### src/logic/amtc_pkg.sv
// Package for the converter monitor and trigger control block.
// Assumes an APB host and a converter core that posts results.
package amtc_pkg;
    // ==========================================================
    // Register offsets (byte addresses)
    localparam logic [7:0] OFS_MON0 = 8'h00;
    localparam logic [7:0] OFS_TRIG = 8'h04;
    localparam logic [7:0] OFS_MON1 = 8'h08;
    localparam logic [7:0] OFS_PRIO = 8'h0C;
    localparam logic [7:0] OFS_CLK  = 8'h10;
    // ==========================================================
    // Field positions
    localparam int TRIG_KEY_LSB   = 0;
    localparam int TRIG_NEN_BIT   = 4;
    localparam int TRIG_NSRC_BIT  = 5;
    localparam int TRIG_PEN_BIT   = 6;
    localparam int TRIG_PSRC_BIT  = 7;
    localparam int PRIO_START_BIT = 5;
    localparam int PRIO_BUSY_BIT  = 6;
    localparam int PRIO_DONE_BIT  = 7;
    // ==========================================================
    // Reset values, key codes and result width
    localparam logic [5:0]  MON_RST    = 6'h00;
    localparam logic [3:0]  TRIG_RST   = 4'h0;
    localparam logic [15:0] CLK_RST    = 16'h0000;
    localparam logic [1:0]  KEY_FIRST  = 2'b10;
    localparam logic [1:0]  KEY_SECOND = 2'b01;
    localparam int          RES_W      = 10;
    // ==========================================================
    // Types
    typedef struct packed {
        logic       dir;
        logic [3:0] sel;
        logic       en;
    } amtc_mon_cfg_type;
    typedef struct packed {
        logic             valid;
        logic [3:0]       idx;
        logic [RES_W-1:0] data;
    } amtc_result_type;
    typedef enum logic {KEY_IDLE, KEY_ARMED} amtc_key_type;
    // Target code 1xxx means the priority result (idx bit 3)
    function automatic logic amtc_targets(logic [3:0] sel,
                                          logic [3:0] idx);
        return sel[3] ? idx[3] : (idx == {1'b0, sel[2:0]});
    endfunction : amtc_targets
endpackage : amtc_pkg

### src/logic/amtc_monitor.sv
// One threshold monitor: compares a selected result against a limit.
// Assumes result posts are single-cycle valid pulses.
`timescale 1ns/100ps
`default_nettype none
module amtc_monitor import amtc_pkg::*; (
    // Clock and reset
    input  wire logic             pclk,
    input  wire logic             presetn,
    input  wire logic             srst,
    // Configuration and data
    input  wire amtc_mon_cfg_type cfg,
    input  wire amtc_result_type  result,
    input  wire logic [RES_W-1:0] cmp,
    // Event
    output logic                  irq
);
    logic irq_r;
    logic irq_nxt;
    logic hit;
    // ==========================================================
    // Compare on each new result in the watched register
    always_comb begin
        hit = cfg.dir ? (result.data > cmp) : (result.data < cmp);
        hit = hit && amtc_targets(cfg.sel, result.idx);
        hit = hit && cfg.en && result.valid;
        irq_nxt = hit && !srst;
    end
    always_ff @(posedge pclk or negedge presetn) begin
        if (!presetn) begin
            irq_r <= 1'b0;
        end else begin
            irq_r <= irq_nxt;
        end
    end
    assign irq = irq_r;
    // ==========================================================
    // Checks
    property p_mon_below;
        @(posedge pclk) disable iff (!presetn)
        cfg.en && !cfg.dir && result.valid && !srst && !cfg.sel[3]
        && result.idx == {1'b0, cfg.sel[2:0]} && result.data < cmp
        |=> irq;
    endproperty
    a_mon_below: assert property (p_mon_below)
        else $error("monitor missed a below-limit result");
    property p_mon_off;
        @(posedge pclk) disable iff (!presetn)
        !cfg.en |=> !irq;
    endproperty
    a_mon_off: assert property (p_mon_off)
        else $error("disabled monitor raised an event");
    property p_mon_prio;
        @(posedge pclk) disable iff (!presetn)
        cfg.sel[3] && !result.idx[3] |=> !irq;
    endproperty
    a_mon_prio: assert property (p_mon_prio)
        else $error("priority target fired on a normal result");
    property p_mon_pulse;
        @(posedge pclk) disable iff (!presetn)
        irq |-> $past(result.valid) && $past(cfg.en);
    endproperty
    a_mon_pulse: assert property (p_mon_pulse)
        else $error("monitor event without a new result");
endmodule : amtc_monitor
`default_nettype wire

### src/logic/amtc_prio.sv
// Top-priority conversion tracking: start pulse, busy and done flags.
// Assumes the core pulses conv_done once per started conversion.
`timescale 1ns/100ps
`default_nettype none
module amtc_prio (
    // Clock and reset
    input  wire logic pclk,
    input  wire logic presetn,
    input  wire logic srst,
    // Requests and core answer
    input  wire logic start,
    input  wire logic conv_done,
    input  wire logic rd_clr,
    // Status and start out
    output logic      conv_start,
    output logic      busy,
    output logic      done
);
    logic busy_r, busy_nxt;
    logic done_r, done_nxt;
    logic st_r, st_nxt;
    // ==========================================================
    // Starts while busy are dropped, never queued
    always_comb begin
        st_nxt   = start && !busy_r && !srst;
        busy_nxt = busy_r;
        done_nxt = done_r;
        if (st_nxt) begin
            busy_nxt = 1'b1;
        end else if (conv_done) begin
            busy_nxt = 1'b0;
        end
        if (busy_r && conv_done) begin
            done_nxt = 1'b1;
        end else if (rd_clr) begin
            done_nxt = 1'b0;
        end
        if (srst) begin
            busy_nxt = 1'b0;
            done_nxt = 1'b0;
        end
    end
    always_ff @(posedge pclk or negedge presetn) begin
        if (!presetn) begin
            busy_r <= 1'b0;
            done_r <= 1'b0;
            st_r   <= 1'b0;
        end else begin
            busy_r <= busy_nxt;
            done_r <= done_nxt;
            st_r   <= st_nxt;
        end
    end
    assign busy       = busy_r;
    assign done       = done_r;
    assign conv_start = st_r;
    // ==========================================================
    // Checks
    property p_busy_set;
        @(posedge pclk) disable iff (!presetn)
        start && !busy && !srst |=> busy && conv_start;
    endproperty
    a_busy_set: assert property (p_busy_set)
        else $error("start did not raise busy");
    property p_done_set;
        @(posedge pclk) disable iff (!presetn)
        busy && conv_done && !srst |=> done && !busy;
    endproperty
    a_done_set: assert property (p_done_set)
        else $error("end of conversion did not set done");
endmodule : amtc_prio
`default_nettype wire

### src/logic/amtc_top.sv
// Converter monitor and start-trigger control with APB registers.
// Assumes ext_trig and timer_match are synchronous one-cycle pulses.
`timescale 1ns/100ps
`default_nettype none
module amtc_top import amtc_pkg::*; #(
    parameter int ADDR_W    = 12,
    parameter int CLK_SET_W = 3
) (
    // Clock and reset
    input  wire logic                 pclk,
    input  wire logic                 presetn,
    // APB slave
    input  wire logic                 psel,
    input  wire logic                 penable,
    input  wire logic                 pwrite,
    input  wire logic [ADDR_W-1:0]    paddr,
    input  wire logic [31:0]          pwdata,
    output logic      [31:0]          prdata,
    output logic                      pready,
    output logic                      pslverr,
    // Converter core
    input  wire amtc_result_type      result,
    input  wire logic [RES_W-1:0]     cmp0,
    input  wire logic [RES_W-1:0]     cmp1,
    input  wire logic                 prio_conv_done,
    // Hardware start sources
    input  wire logic                 ext_trig,
    input  wire logic                 timer_match,
    // Control and events out
    output logic                      norm_hw_start,
    output logic                      prio_conv_start,
    output logic                      soft_rst,
    output logic [CLK_SET_W-1:0]      conv_clk_setting,
    output logic                      mon0_irq,
    output logic                      mon1_irq,
    output logic                      prio_busy
);
    // ==========================================================
    // Elaboration checks
    if (ADDR_W < 8 || ADDR_W > 32) begin : g_addr_chk
        $error("ADDR_W must lie in 8..32");
    end
    if (CLK_SET_W < 1 || CLK_SET_W > 16) begin : g_clk_chk
        $error("CLK_SET_W must lie in 1..16");
    end

    // ==========================================================
    // State
    amtc_mon_cfg_type     mon0_r, mon0_nxt;
    amtc_mon_cfg_type     mon1_r, mon1_nxt;
    logic [7:4]           trig_r, trig_nxt;
    logic [CLK_SET_W-1:0] clk_r, clk_nxt;
    amtc_key_type         key_r, key_nxt;
    logic                 srst_r, srst_nxt;
    logic                 norm_r, norm_nxt;
    logic [31:0]          prdata_r, prdata_nxt;
    logic                 perr_r, perr_nxt;
    logic                 wr_en;
    logic                 rd_en;
    logic                 sw_start;
    logic                 prio_hw;
    logic                 norm_hw;
    logic                 ext_shared;
    logic                 prio_done;
    logic                 done_clr;
    logic [1:0]           key_in;

    // ==========================================================
    // APB access decode; zero-wait, read data captured at setup
    assign pready   = 1'b1;
    assign pslverr  = perr_r;
    assign prdata   = prdata_r;
    assign wr_en    = psel && penable && pwrite && !perr_r;
    assign rd_en    = psel && penable && !pwrite && !perr_r;
    assign key_in   = pwdata[TRIG_KEY_LSB +: 2];
    assign sw_start = wr_en && paddr == ADDR_W'(OFS_PRIO)
                      && pwdata[PRIO_START_BIT];
    // Only a done bit that was actually returned gets cleared
    assign done_clr = rd_en && paddr == ADDR_W'(OFS_PRIO)
                      && prdata_r[PRIO_DONE_BIT];

    // Read data and error for the coming access phase
    always_comb begin
        prdata_nxt = prdata_r;
        perr_nxt   = perr_r;
        if (psel && !penable) begin
            perr_nxt   = 1'b0;
            prdata_nxt = 32'h0000_0000;
            case (paddr)
                ADDR_W'(OFS_MON0): begin
                    prdata_nxt = 32'(mon0_r);
                end
                ADDR_W'(OFS_TRIG): begin
                    prdata_nxt = 32'({trig_r, 4'h0});
                end
                ADDR_W'(OFS_MON1): begin
                    prdata_nxt = 32'(mon1_r);
                end
                ADDR_W'(OFS_PRIO): begin
                    prdata_nxt[PRIO_BUSY_BIT] = prio_busy;
                    prdata_nxt[PRIO_DONE_BIT] = prio_done;
                end
                ADDR_W'(OFS_CLK): begin
                    prdata_nxt = 32'(clk_r);
                end
                default: begin
                    perr_nxt = 1'b1;
                end
            endcase
        end
    end

    // ==========================================================
    // Hardware start routing
    always_comb begin
        prio_hw = trig_r[TRIG_PSRC_BIT] ? timer_match : ext_trig;
        prio_hw = prio_hw && trig_r[TRIG_PEN_BIT];
        norm_hw = trig_r[TRIG_NSRC_BIT] ? timer_match : ext_trig;
        ext_shared = trig_r[TRIG_PEN_BIT] && !trig_r[TRIG_PSRC_BIT]
                     && !trig_r[TRIG_NSRC_BIT];
        norm_hw = norm_hw && trig_r[TRIG_NEN_BIT] && !ext_shared;
    end

    // ==========================================================
    // Register writes, key sequence and soft reset
    always_comb begin
        mon0_nxt = mon0_r;
        mon1_nxt = mon1_r;
        trig_nxt = trig_r;
        clk_nxt  = clk_r;
        key_nxt  = key_r;
        srst_nxt = 1'b0;
        norm_nxt = norm_hw && !srst_r;
        if (srst_r) begin
            mon0_nxt = amtc_mon_cfg_type'(MON_RST);
            mon1_nxt = amtc_mon_cfg_type'(MON_RST);
            trig_nxt = TRIG_RST;
            key_nxt  = KEY_IDLE;
        end else if (wr_en) begin
            case (paddr)
                ADDR_W'(OFS_MON0): begin
                    mon0_nxt = amtc_mon_cfg_type'(pwdata[5:0]);
                end
                ADDR_W'(OFS_MON1): begin
                    mon1_nxt = amtc_mon_cfg_type'(pwdata[5:0]);
                end
                ADDR_W'(OFS_CLK): begin
                    clk_nxt = pwdata[CLK_SET_W-1:0];
                end
                ADDR_W'(OFS_TRIG): begin
                    trig_nxt = pwdata[7:4];
                    case (key_r)
                        KEY_IDLE: begin
                            if (key_in == KEY_FIRST) begin
                                key_nxt = KEY_ARMED;
                            end
                        end
                        KEY_ARMED: begin
                            key_nxt  = (key_in == KEY_FIRST) ?
                                       KEY_ARMED : KEY_IDLE;
                            srst_nxt = (key_in == KEY_SECOND);
                        end
                        default: begin
                            key_nxt = KEY_IDLE;
                        end
                    endcase
                end
                default: begin
                    key_nxt = key_r;
                end
            endcase
        end
    end

    // All control state clears on the bus reset
    always_ff @(posedge pclk or negedge presetn) begin
        if (!presetn) begin
            mon0_r   <= amtc_mon_cfg_type'(MON_RST);
            mon1_r   <= amtc_mon_cfg_type'(MON_RST);
            trig_r   <= TRIG_RST;
            clk_r    <= CLK_RST[CLK_SET_W-1:0];
            key_r    <= KEY_IDLE;
            srst_r   <= 1'b0;
            norm_r   <= 1'b0;
            prdata_r <= 32'h0000_0000;
            perr_r   <= 1'b0;
        end else begin
            mon0_r   <= mon0_nxt;
            mon1_r   <= mon1_nxt;
            trig_r   <= trig_nxt;
            clk_r    <= clk_nxt;
            key_r    <= key_nxt;
            srst_r   <= srst_nxt;
            norm_r   <= norm_nxt;
            prdata_r <= prdata_nxt;
            perr_r   <= perr_nxt;
        end
    end
    assign norm_hw_start    = norm_r;
    assign soft_rst         = srst_r;
    assign conv_clk_setting = clk_r;

    // ==========================================================
    // Monitors and priority tracking
    amtc_monitor u_mon0 (
        .pclk    (pclk),
        .presetn (presetn),
        .srst    (srst_r),
        .cfg     (mon0_r),
        .result  (result),
        .cmp     (cmp0),
        .irq     (mon0_irq)
    );
    amtc_monitor u_mon1 (
        .pclk    (pclk),
        .presetn (presetn),
        .srst    (srst_r),
        .cfg     (mon1_r),
        .result  (result),
        .cmp     (cmp1),
        .irq     (mon1_irq)
    );
    amtc_prio u_prio (
        .pclk       (pclk),
        .presetn    (presetn),
        .srst       (srst_r),
        .start      (prio_hw || sw_start),
        .conv_done  (prio_conv_done),
        .rd_clr     (done_clr),
        .conv_start (prio_conv_start),
        .busy       (prio_busy),
        .done       (prio_done)
    );

    // ==========================================================
    // Checks
    property p_key_pair;
        @(posedge pclk) disable iff (!presetn)
        wr_en && paddr == ADDR_W'(OFS_TRIG) && key_r == KEY_ARMED
        && key_in == KEY_SECOND && !srst_r |=> soft_rst;
    endproperty
    a_key_pair: assert property (p_key_pair)
        else $error("key pair did not reset");
    property p_key_only;
        @(posedge pclk) disable iff (!presetn)
        soft_rst |-> $past(key_r) == KEY_ARMED && $past(wr_en);
    endproperty
    a_key_only: assert property (p_key_only)
        else $error("soft reset without the key pair");
    property p_srst_keep;
        @(posedge pclk) disable iff (!presetn)
        soft_rst |=> mon0_r == MON_RST && trig_r == TRIG_RST
        && conv_clk_setting == $past(conv_clk_setting);
    endproperty
    a_srst_keep: assert property (p_srst_keep)
        else $error("soft reset cleared wrong state");
    property p_norm_timer;
        @(posedge pclk) disable iff (!presetn)
        trig_r[TRIG_NEN_BIT] && trig_r[TRIG_NSRC_BIT] && timer_match
        && !soft_rst |=> norm_hw_start;
    endproperty
    a_norm_timer: assert property (p_norm_timer)
        else $error("timer match did not start normal conversion");
    property p_norm_off;
        @(posedge pclk) disable iff (!presetn)
        !trig_r[TRIG_NEN_BIT] |=> !norm_hw_start;
    endproperty
    a_norm_off: assert property (p_norm_off)
        else $error("normal start while hardware start disabled");
    property p_prio_ext;
        @(posedge pclk) disable iff (!presetn)
        trig_r[TRIG_PEN_BIT] && !trig_r[TRIG_PSRC_BIT] && ext_trig
        && !prio_busy && !soft_rst |=> prio_conv_start;
    endproperty
    a_prio_ext: assert property (p_prio_ext)
        else $error("external trigger did not start priority");
    property p_prio_off;
        @(posedge pclk) disable iff (!presetn)
        !trig_r[TRIG_PEN_BIT] && !sw_start |=> !prio_conv_start;
    endproperty
    a_prio_off: assert property (p_prio_off)
        else $error("priority start while hardware start disabled");
endmodule : amtc_top
`default_nettype wire

### config.mk
export PLATFORM = sky130hd
export DESIGN_NAME = amtc_top
export DESIGN_NICKNAME = d
export VERILOG_FILES = /design/src/logic/amtc_pkg.sv /design/src/logic/amtc_monitor.sv /design/src/logic/amtc_prio.sv /design/src/logic/amtc_top.sv
export SDC_FILE = /design/constraint.sdc
export NUM_CORES = 1
export LEC_CHECK = 0
export ABC_AREA = 1
export BUFFER_PORTS_ARGS = -buffer_cell sky130_fd_sc_hd__buf_4
export CORE_ASPECT_RATIO = 1.4
export CORE_UTILIZATION = 51
export DETAILED_ROUTE_END_ITERATION = 6
export HOLD_SLACK_MARGIN = 0.03
export PLACE_DENSITY_LB_ADDON = 0.08
export REMOVE_ABC_BUFFERS = 1
export SYNTH_ARGS = -nofsm -noshare
export SYNTH_HDL_FRONTEND = slang
export SYNTH_SLANG_ARGS = --single-unit
### constraint.sdc
create_clock -name pclk -period 3.95 [get_ports pclk]
set_clock_uncertainty 0.1 [all_clocks]
set_input_delay 0.1975 -clock pclk [delete_from_list [all_inputs] [get_ports pclk]]
set_output_delay 0.1975 -clock pclk [all_outputs]
set_load 0.02 [all_outputs]
==> results.json <==
{
  "fin_crit_sh_pct": 40.6,
  "syn_inst": 392,
  "crit_slowest_cell": "dfrtp_1",
  "critical_path_required_ns": 4.03,
  "grt_pass1_vias": 2414,
  "rsz0062_at_grt": "false",
  "tritoncts": "done",
  "clk_pin_slew_ns": 0.07,
  "drc": 0,
  "viasPerCell": 4.83,
  "ctsLongestPathBuffers": 2,
  "gr-usage-met3_pct": 3.09,
  "cts_made_buffers": 5,
  "crit_fanout": 12,
  "fp.dieW_microns": 63.7,
  "finalSetupTns_ns": 0,
  "area_growth_pct": 24.3,
  "drtAntennaViolNets": 0,
  "drtIter0Drc": 55,
  "peakVddDrop_mv": 0.224,
  "status": "complete, no violations",
  "core_area_sq_um": 5160,
  "yosysSeqAreaShare_pct": 33.2,
  "htree_levels": 2,
  "dp.final_hpwl_microns": 5110,
  "grt-ovfl-total": 0,
  "placed_area_sq_um": 3270,
  "rows": 31,
  "most-common-layout-cells": "nand2_1 (102), buf_4 (80), inv_1 (67)",
  "start_kind": "register",
  "drive_gt1_share_pct": 21.4,
  "slew_headroom_pct": 52.8,
  "diodes": 0,
  "cpPeakStageDelay_ns": 0.55,
  "ctsRootBufferMaster": "clkbuf_8",
  "grt.busiest_layer": "met2",
  "grt_use_met2_pct": 48.0,
  "place_congestion": 0.902,
  "grt_usage_pct": 23.5,
  "finalNonFillerCells": 539,
  "clock_sinks": 36,
  "first_pass_iters": 4,
  "p_leak_nw": 1.96,
  "yosys_warnings": 0,
  "min_path_type": "in -> reg",
  "cp-end-kind": "register",
  "timing.final.crit_period_ns": 1.60,
  "num_vias": 2603,
  "avgRoutedWirePerCell_microns": 11.7,
  "synthesis.area_sq_um": 2720,
  "die_y_microns": 88.3,
  "fmax_mhz": 624,
  "io_pins": 130,
  "synth.avg_cell_area_sq_um": 6.93,
  "crit_arrival_ns": 1.68,
  "ys_ff_latch": 36,
  "crit_type": "reg -> reg",
  "powerDensity_nw_per_um2": 242,
  "drv_cap": 0,
  "place_inst": 531,
  "ys_types": 31,
  "dieArea_sq_um": 5620,
  "clock_latency_ns": 0.29,
  "ctsResizeCount": 0,
  "final_common_cell": "nand2_1",
  "wl_microns": 6280,
  "numPortBuffers": 80,
  "globalRouteMet1Util_pct": 23.4,
  "initial_core_util_pct": 52.6,
  "power_uw": 817,
  "grt_pass1_wl_microns": 10200,
  "finalMaxSlewViolations": 0,
  "finalHoldViolCount": 0,
  "antenna_found_initial": 0,
  "worstMarginPinSlew_ns": 0.706,
  "crit_chain": "inv_1 -> nand4_2 -> nand2_1 -> o21ai_0",
  "design_area_sq_um": 3380,
  "fin_nets": 580,
  "ff2ff_setup_slack_ns": 2.35,
  "grt_max_degree": 37,
  "setup_viol": 0
}
-- cell families (layout without fill, tap and decap cells) --
group / after synthesis / in the layout / synth area share, %
buffers and inverters: 101 / 159 / 17.7
XOR/XNOR: 2 / 2 / 0.645
other: 2 / 25 / 0.277
multiplexers: 1 / 1 / 0.369
adder cells (fa/ha/maj): 20 / 20 / 9.22
AO/OA/AOI/OAI: 34 / 34 / 6.59
flip-flops: 36 / 36 / 33.2
AND/OR/NAND/NOR: 196 / 196 / 32.0
-- cells in the mapped netlist, drive strengths merged --
library cell / n / area share [%]
a31oi: 2 / 0.46
clkbuf: 3 / 0.41
clkinv: 1 / 0.14
nand3: 45 / 8.5
xor2: 1 / 0.32
inv: 70 / 9.7
nand3b: 2 / 0.55
o21ai: 22 / 4.2
mux2i: 1 / 0.37
a21oi: 9 / 1.7
xnor2: 1 / 0.32
nand4: 5 / 1.4
dfrtp: 36 / 33
buf: 27 / 7.5
ha: 20 / 9.2
nand2: 104 / 15
nor4: 1 / 0.23
nor2: 36 / 5.8
o211ai: 1 / 0.28
nor3: 3 / 0.97
conb: 2 / 0.28
-- worst paths after layout --
kind                                        to  startpoint  depth (start not counted)
min in group asynchronous          u_prio.done     presetn                          2
hold / removal                       trig_r[7]   pwdata[7]                          3
setup reg to reg           conv_clk_setting[1]    soft_rst                          4
hold reg to reg                      prdata[0]   prdata[0]                          2
setup / recovery           conv_clk_setting[1]    soft_rst                          4
max in group asynchronous                key_r     presetn                          2
-- routing by layer --
metal  wire [microns]  vias to the layer above  share of wire (%)
li1                 -                     1337                  -
met3              234                       12                3.7
met5                0                        -                  0
met1             2390                     1182                 38
met2             3510                       72                 56
met4              148                        0                2.4
-- flip-flops by register name, indices dropped and copies added, names as in the netlist, 3 cells and up --
register and count:
conv_clk_setting 3, mon0_r 6, mon1_r 6, prdata 8, trig_r 4
-- cell type report --
cell class	count	area, sq um
Fill cell	531	1780
Multi-Input combinational cell	278	1420
Sequential cell	36	901
Timing Repair Buffer	81	611
Inverter	71	267
Clock buffer	7	96.3
Tap cell	66	82.6
-- what timing repair did --
action | CTS | global route
setup buffers | 0 | 0
hold buffers | 1 | 0
endpoints found under the hold margin | 36 | 0
-- where the power goes --
group          leakage [nW]  internal (mW)  switching [mW]
sequential            0.494          0.371         0.00158
combinational          1.42         0.0707          0.0909
clock                0.0503          0.155           0.128
-- worst max-delay path: cells and delay by family, from the launching register on --
family	cells	cell delay, ns
AOI/OAI and AO/OA	1	0.08
buffers and inverters	1	0.38
DFF	1	0.55
and+or+nand+nor	2	0.37
-- per-stage QoR --
step | hold slack [ns] | worst slack [ns] | util [%]
after global routing | 0.0761 | 2.20 | 65.4
after CTS | 0.0424 | 2.34 | 65.4
after global placement | 0.0792 | 2.26 | 63.4
final | 0.0382 | 2.35 | 65.4
after detailed placement | 0.0795 | 2.25 | 63.4
after floorplan | -0.198 | 2.54 | -
Power figures use the tool's default switching activity.
